==> config.mk <==
export PLATFORM = sky130hd
export DESIGN_NAME = prio_trap_ctrl
export DESIGN_NICKNAME = d
export VERILOG_FILES = /design/src/trap_flag_bit.v /design/src/irq_status_bit.v /design/src/prio_trap_ctrl.v
export VERILOG_INCLUDE_DIRS = /design/src
export SDC_FILE = /design/constraint.sdc
export NUM_CORES = 1
export LEC_CHECK = 0
export ABC_AREA = 1
export BUFFER_PORTS_ARGS = -buffer_cell sky130_fd_sc_hd__buf_2
export CAP_MARGIN = 20
export CORE_MARGIN = 2
export CORE_UTILIZATION = 30
export CTS_CLUSTER_DIAMETER = 200
export DETAILED_ROUTE_END_ITERATION = 10
export PLACE_DENSITY = 0.59
export SYNTH_ARGS = -nofsm -noshare
export SYNTH_HDL_FRONTEND = slang
export SYNTH_SLANG_ARGS = --single-unit
==> constraint.sdc <==
create_clock -name pclk -period 0.8 [get_ports pclk]
set_input_delay 0.04 -clock pclk [delete_from_list [all_inputs] [get_ports pclk]]
set_output_delay 0.04 -clock pclk [all_outputs]
set_load 0.03 [all_outputs]
==> src/prio_trap_defines.vh <==
// register offsets, field positions, reset values for the priority and trap block
// assumes inclusion by bare name from the design files
`ifndef PRIO_TRAP_DEFINES_VH
`define PRIO_TRAP_DEFINES_VH
`define OFF_STATUS_WORD 12'h000
`define OFF_CORE_CTRL 12'h004
`define OFF_TRAP_CTRL 12'h008
`define OFF_IRQ_STATUS 12'h00c
`define OFF_IRQ_MASK 12'h010
`define OFF_TRAP_STIM 12'h014
`define LVL_HI 7
`define LVL_LO 5
`define LVL_MAX 3'h7
`define MSB_BIT 3
`define NEST_BIT 15
`define DIV0_BIT 6
`define MATH_BIT 4
`define ADDR_BIT 3
`define STK_BIT 2
`define OSC_BIT 1
`define TRAP_MASK 16'h005e
`define TRAP_RESET 16'h0000
`define EVT_W 5
`endif

==> src/trap_flag_bit.v <==
// one sticky trap flag: hardware set, software write-zero clear
// assumes pclk domain inputs
`timescale 1ns/10ps
`include "prio_trap_defines.vh"
module trap_flag_bit (
	input wire pclk,
	input wire presetn,
	input wire set_evt,
	input wire clr,
	output reg flag_r
);
	always @(posedge pclk or negedge presetn) begin
		if (!presetn) begin
			flag_r <= 1'b0;
		end else if (set_evt) begin
			flag_r <= 1'b1;
		end else if (clr) begin
			flag_r <= 1'b0;
		end
	end
endmodule

==> src/irq_status_bit.v <==
// one sticky interrupt status bit, write-one-to-clear
// assumes pclk domain inputs
`timescale 1ns/10ps
module irq_status_bit (
	input wire pclk,
	input wire presetn,
	input wire set_evt,
	input wire w1c,
	output reg stat_r
);
	always @(posedge pclk or negedge presetn) begin
		if (!presetn) begin
			stat_r <= 1'b0;
		end else if (set_evt) begin
			stat_r <= 1'b1;
		end else if (w1c) begin
			stat_r <= 1'b0;
		end
	end
endmodule

==> src/prio_trap_ctrl.v <==
// cpu priority level, user interrupt gate and trap status flags over apb
// assumes trap inputs are one-cycle pulses in the pclk domain
// Notes on behaviour
// - a three-bit cpu priority level lives in status word bits 7..5, codes 0..7.
// - level field 7 blocks every user interrupt.
// - the effective four-bit level is the msb in core control bit 3 above the field.
// - while the msb is set all user interrupts are blocked.
// - with nesting disabled the level field ignores software writes.
// - the msb reads in core control bit 3 and software can only clear it.
// - nesting disable sits in trap control bit 15 and resets to zero.
// - divide-by-zero flag in bit 6 sets only on a math trap caused by divide by zero.
// - math trap flag in bit 4 sets on any math trap.
// - address trap flag in bit 3 sets on an address trap.
// - stack trap flag in bit 2 sets on a stack trap.
// - oscillator fail flag in bit 1 sets on an oscillator failure trap.
// - trap control bits 14..7, 5 and 0 read zero and ignore writes.
`timescale 1ns/10ps
`include "prio_trap_defines.vh"
module prio_trap_ctrl (
	input wire pclk,
	input wire presetn,
	input wire psel,
	input wire penable,
	input wire pwrite,
	input wire [11:0] paddr,
	input wire [31:0] pwdata,
	output reg [31:0] prdata,
	output wire pready,
	output wire pslverr,
	input wire math_trap,
	input wire div_zero,
	input wire addr_trap,
	input wire stack_trap,
	input wire osc_trap,
	input wire msb_set,
	output wire user_irq_enable,
	output wire [3:0] cpu_priority_level,
	output wire irq
);
	reg [2:0] level_r;
	reg msb_r;
	reg nest_r;
	reg [`EVT_W-1:0] mask_r;
	wire [`EVT_W-1:0] stat;
	wire [15:0] trap_word;
	wire [`EVT_W-1:0] evt;
	wire [`EVT_W-1:0] fclr;
	wire wr;
	wire [`EVT_W-1:0] flags;

	assign pready = 1'b1;
	assign pslverr = 1'b0;
	assign wr = psel & penable & pwrite;

	// event order: div0, math, addr, stack, osc
	// div0 only with math trap
	assign evt[0] = math_trap & div_zero;
	assign evt[1] = math_trap;
	assign evt[2] = addr_trap;
	assign evt[3] = stack_trap;
	assign evt[4] = osc_trap;

	genvar i;
	generate
		for (i = 0; i < `EVT_W; i = i + 1) begin : g_trap
			// bit position fixed per entry, no run-time index
			localparam integer FP = (i == 0) ? `DIV0_BIT : (i == 1) ? `MATH_BIT : (i == 2) ? `ADDR_BIT :
				(i == 3) ? `STK_BIT : `OSC_BIT;
			assign fclr[i] = wr & (paddr == `OFF_TRAP_CTRL) & ~pwdata[FP];
			trap_flag_bit u_flag (
				.pclk(pclk),
				.presetn(presetn),
				.set_evt(evt[i]),
				.clr(fclr[i]),
				.flag_r(flags[i])
			);
			irq_status_bit u_stat (
				.pclk(pclk),
				.presetn(presetn),
				.set_evt(evt[i]),
				.w1c(wr & (paddr == `OFF_IRQ_STATUS) & pwdata[i]),
				.stat_r(stat[i])
			);
		end
	endgenerate

	assign trap_word = {nest_r, 8'h00, flags[0], 1'b0, flags[1], flags[2], flags[3], flags[4], 1'b0};

	always @(posedge pclk or negedge presetn) begin
		if (!presetn) begin
			level_r <= 3'h0;
			msb_r <= 1'b0;
			nest_r <= 1'b0;
			mask_r <= {`EVT_W{1'b0}};
		end else begin
			// locked while nesting disabled, free otherwise
			if (wr && paddr == `OFF_STATUS_WORD && !nest_r) begin
				level_r <= pwdata[`LVL_HI:`LVL_LO];
			end
			if (msb_set) begin
				msb_r <= 1'b1;
			end else if (wr && paddr == `OFF_CORE_CTRL && !pwdata[`MSB_BIT]) begin
				msb_r <= 1'b0;
			end
			if (wr && paddr == `OFF_TRAP_CTRL) begin
				nest_r <= pwdata[`NEST_BIT];
			end
			if (wr && paddr == `OFF_IRQ_MASK) begin
				mask_r <= pwdata[`EVT_W-1:0];
			end
		end
	end

	assign cpu_priority_level = {msb_r, level_r};
	assign user_irq_enable = ~msb_r & (level_r != `LVL_MAX);
	assign irq = |(stat & mask_r);

	// read data registered in setup phase; zero-wait access answers it
	always @(posedge pclk or negedge presetn) begin
		if (!presetn) begin
			prdata <= 32'h00000000;
		end else if (psel && !penable && !pwrite) begin
			case (paddr)
			`OFF_STATUS_WORD: prdata <= {24'h000000, level_r, 5'h00};
			`OFF_CORE_CTRL: prdata <= {28'h0000000, msb_r, 3'h0};
			`OFF_TRAP_CTRL: prdata <= {16'h0000, trap_word};
			`OFF_IRQ_STATUS: prdata <= {27'h0000000, stat};
			`OFF_IRQ_MASK: prdata <= {27'h0000000, mask_r};
			default: prdata <= 32'h00000000;
			endcase
		end
	end
endmodule

# Yosys cells after proc, flatten, opt, wreduce, memory -nomap -nowiden
# Cells that the tools add are included.
op_classes:
  bitwise: 23
  n_reduce_logical: 25
  muxes: 23
  eq_ne: 5
op_table:
  columns: ["cell", "count"]
  rows:
  - ["$pmux 16 s5", 1]
  - ["$eq 12x4->1 const B", 2]
  - ["$mux 1", 22]
  - ["$reduce_bool 2->1", 11]
  - ["$and 1x1->1", 16]
  - ["$eq 12x3->1 const B", 1]
  - ["$eq 12x5->1 const B", 1]
  - ["$logic_not 12->1", 1]
  - ["$logic_and 1x1->1", 8]
  - ["$not 1->1", 6]
  - ["$and 5x5->5", 1]
  - ["$reduce_or 5->1", 1]
  - ["$logic_not 1->1", 4]
  - ["$ne 3x3->1 const B", 1]
totals:
  word_cells: 91
  regBits: 52
  input_bits: 55
  output_inout_bits: 40

# Depth between registers and ports, before layout
logic_depth:
  word_depth: 6
  depth_mapped: 8
  depth_no_buf: 8

# Hierarchy
# Synthesis repeated with hierarchy kept, for this count alone.
hier_totals:
  hier_cells: 240
  area_unflattened_um2: 1769.2
by_module_without_submodules:
  columns: ["mod", "area_per_inst_um2", "instances", "cells_each"]
  rows:
  - ["prio_trap_ctrl", 1368.8, 1, 190]
  - ["irq_status_bit", 40.0, 5, 5]
  - ["trap_flag_bit", 40.0, 5, 5]

# Worst setup path before layout
# No wires, ideal clock.
synth_path:
  path_kind: "register to output"
  from: "register level_r[0]"
  to: "output user_irq_enable"
  setup_slack_ns: -0.207
  stages_incl_launch_ff: 3
  t_required_ns: 0.760
  arrival_ns: 0.967
  path_buffers: 0
  cell_sequence: "dfrtp_1 > a31o_2 > inv_1"
synth_via:
  elab_chain_cells: 2
synth_rtl:
  columns: ["item", "line", "text"]
  rows:
  - ["start: declaration", "prio_trap_ctrl.v:40", "reg [2:0] level_r;"]
  - ["start signal: assignment", "prio_trap_ctrl.v:98", "level_r <= pwdata[`LVL_HI:`LVL_LO];"]
  - ["$ne 3x3->1 (no line)", null, null]
  - ["$and 1x1->1", "prio_trap_ctrl.v:115", "assign user_irq_enable = ~msb_r & (level_r != `LVL_MAX);"]
  - ["end: declaration", "prio_trap_ctrl.v:36", "output wire user_irq_enable,"]
# No other way between the ends.

# Worst setup path in the final report
layout_path:
  from: "register g_trap[1].u_stat.stat_r"
  to: "output irq"
layout_via:
  elab_chain_cells: 2
layout_rtl:
  columns: ["item", "line", "text"]
  rows:
  - ["start: declaration", "irq_status_bit.v:9", "output reg stat_r"]
  - ["start signal: assignment", "irq_status_bit.v:13", "stat_r <= 1'b0;"]
  - ["start signal: assignment", "irq_status_bit.v:15", "stat_r <= 1'b1;"]
  - ["start signal: assignment", "irq_status_bit.v:17", "stat_r <= 1'b0;"]
  - ["$and 5x5->5", "prio_trap_ctrl.v:116", "assign irq = |(stat & mask_r);"]
  - ["$reduce_or 5->1", "prio_trap_ctrl.v:116", null]
  - ["end: declaration", "prio_trap_ctrl.v:38", "output wire irq"]
# No other way between the ends.

==> results_dict.tcl <==
set metrics [dict create \
    fin_tns_setup_ns -3.35 \
    synth_top_family_by_area "simple AND/OR/NAND/NOR gates" \
    fin_skew_ns 0.00610 \
    core_mm2 0.00551 \
    critPathCaptureType "output pin" \
    p_per_area_mw_per_mm2 1110 \
    synth_compound_area_frac 0.0857 \
    worstSetupPathType "flop to output pin" \
    hold_class "input pin to flop" \
    violations "setup timing" \
    die-width_um 79.5 \
    cp-start-kind "flop" \
    worstPathMaxFanout 2 \
    synthToLayoutAreaGrowth_pct 66.9 \
    start_util 0.310 \
    grt_antenna_before_repair 0 \
    power.leakage_nw 1.49 \
    htreeDepth 2 \
    worstPathRequired_ns 0.76 \
    nets 369 \
    synth-main-ff-cell "dfrtp_1" \
    drt_wl_total_um 4830 \
    clkTransAtPathRegs_ns 0.06 \
    cts.sinks 29 \
    grt_pass1_wl_um 7370 \
    rows 27 \
    synth_edf_count 0 \
    vdd_drop_max_mv 0.658 \
    dieArea_mm2 0.00632 \
    synth_top_area_share 0.425 \
    final_area_mm2 0.00285 \
    yosys_warnings 0 \
    routabilityCongestion 0.794 \
    finalSetupViolCount 39 \
    root_buffer "clkbuf_8" \
    synthAdderAreaFrac 0 \
    vias 1680 \
    cts_tree "done" \
    slew_violations 0 \
    dp_hpwl_um 3260 \
    cts_buffers 5 \
    first_pass_iters 4 \
    wl_per_cell_um 12.5 \
    synth_top_area_cell "dfrtp_1" \
    synth_most_common_cell "nand2_1" \
    synth_xor_area_frac 0 \
    status "complete, but fails checks" \
    p_clk_frac 0.366 \
    maxCapViolCount 0 \
    setup_slack_ns -0.531 \
    clk_latency_ns 0.28 \
    dr.first_iter.drc_count 72 \
    grt_pass1_vias 1624 \
    fmax_ghz 0.751 \
    synthDistinctLibCells 25 \
    grt-ovfl-total 0 \
    finalCriticalPeriod_ns 1.33 \
    pwr-share-comb 0.168 \
    io_buffers 46 \
    sw_frac_of_total 0.289 \
    drcViolationCount 0 \
    design.portCount 95 \
    diodes 0 \
    yosys-top-cells-count "nand2_1, dfrtp_1, inv_1" \
    drive_above_1_share 0.495 \
    grt_use_total 0.151 \
    rsz0062_at_grt "true" \
    p_seq_frac 0.465 \
    synthMuxAreaShare 0 \
    via_per_inst 4.34 \
    ys_seq_area_frac 0.425 \
    switchingPower_mw 0.913 \
    cts_buffer_depth 2 \
    synth_seq_cells 29 \
    synthCells 215 \
    internal_power_mw 2.24 \
    chipHeight_um 79.5 \
    grt_max_degree 30 \
    async_flop_share 1.00 \
    worstPathArrival_ns 1.29 \
    finalHoldViolCount 0 \
    ant_nets 0 \
    ys_top_cells_by_area "dfrtp_1, nand2_1, buf_4" \
    dpl-instance-area_mm2 0.00216 \
    synth_area_mm2 0.00171 \
    syn_avg_cell_area_um2 7.95 \
    synth-simple-area-share 0.307 \
    fin_crit_sh 1.66 \
]
## worst paths after layout
kind,from,end,slack (ns),depth (start not counted)
max,g_trap[1].u_stat.stat_r,irq,-0.53,4
min,pwdata[6],g_trap[0].u_flag.flag_r,0.004,3
max reg2reg,g_trap[1].u_stat.stat_r,prdata[1],-0.15,6
min reg2reg,g_trap[0].u_flag.flag_r,g_trap[0].u_flag.flag_r,0.49,2
max in group asynchronous,presetn,level_r[1],0.36,3
min in group asynchronous,presetn,prdata[0],0.27,3
## area by class of cell
class,instances,area [µm²]
Clock inverter,2,10.0
Inverter,28,111
Timing Repair Buffer,95,826
Sequential cell,29,729
Fill cell,495,2650
Tap cell,72,90.1
Multi-Input combinational cell,155,1010
Clock buffer,6,72.6
## sequential cells by signal (all words and copies together) (netlist names)
register	flops
nest_r	1
prdata	9
mask_r	5
msb_r	1
level_r	3
g_trap.u_flag.flag_r	5
g_trap.u_stat.stat_r	5
## kinds of logic (layout without fill, tap and decap cells)
family / after synthesis / count (layout)
compound gates: 27 / 27
buf+inv: 55 / 131
flops: 29 / 29
other cells: 2 / 25
simple gates: 102 / 103
## per-stage QoR
step	instances	util	hold slack, ns	total power, mW	worst slack [ns]
final	387	0.518	0.00387	3.15	-0.531
after global routing	387	0.518	0.0140	3.29	-0.567
after CTS	381	0.472	0.00105	3.12	-0.532
after detailed placement	351	0.392	0.00296	1.92	-0.314
after global placement	351	0.392	0.00162	1.92	-0.306
after floorplan	238	-	-0.256	1.84	-0.114
## metal layers
metal | wire length [µm] | vias to the layer above | GRT usage
li1 | - | 835 | -
met1 | 2010 | 787 | 0.177
met2 | 2520 | 54 | 0.276
met3 | 259 | 4 | 0.0317
met4 | 39 | 0 | 0.0448
met5 | 0 | - | 0
## power groups by stage
stage          Sequential [mW]  Clock, mW  Combinational, mW
3_5_place_dp              1.49          0              0.425
6_report                  1.47       1.16              0.531
2_1_floorplan             1.50          0              0.346
3_3_place_gp              1.49          0              0.422
5_1_grt                   1.47       1.25              0.573
4_1_cts                   1.47       1.18              0.475
## critical path: stages (launching register included)
cell     delay, ns
dfrtp_1       0.40
nand2_1       0.07
nand3_1       0.08
a221o_2       0.32
buf_6         0.14
## layout by cell type, fill, tap and decap left out, types with 9 or more instances in the layout
cell	n
nand2_1	43
dfrtp_1	26
buf_2	26
buf_6	36
nand3_2	9
nand2_2	9
o21ai_1	16
dlygate4sd3_1	12
nand3_1	9
conb_1	25
buf_4	20
inv_1	21
nor2_4	12
## repair_timing
action,4_1_cts,5_1_grt
endpoints found under the hold margin,40,0
cloned,0,1
pin swaps,15,24
hold buffers,12,0
resized for setup,51,53
setup endpoints to repair,25,42
setup buffers,10,6
(Power assumes the default switching activity.)
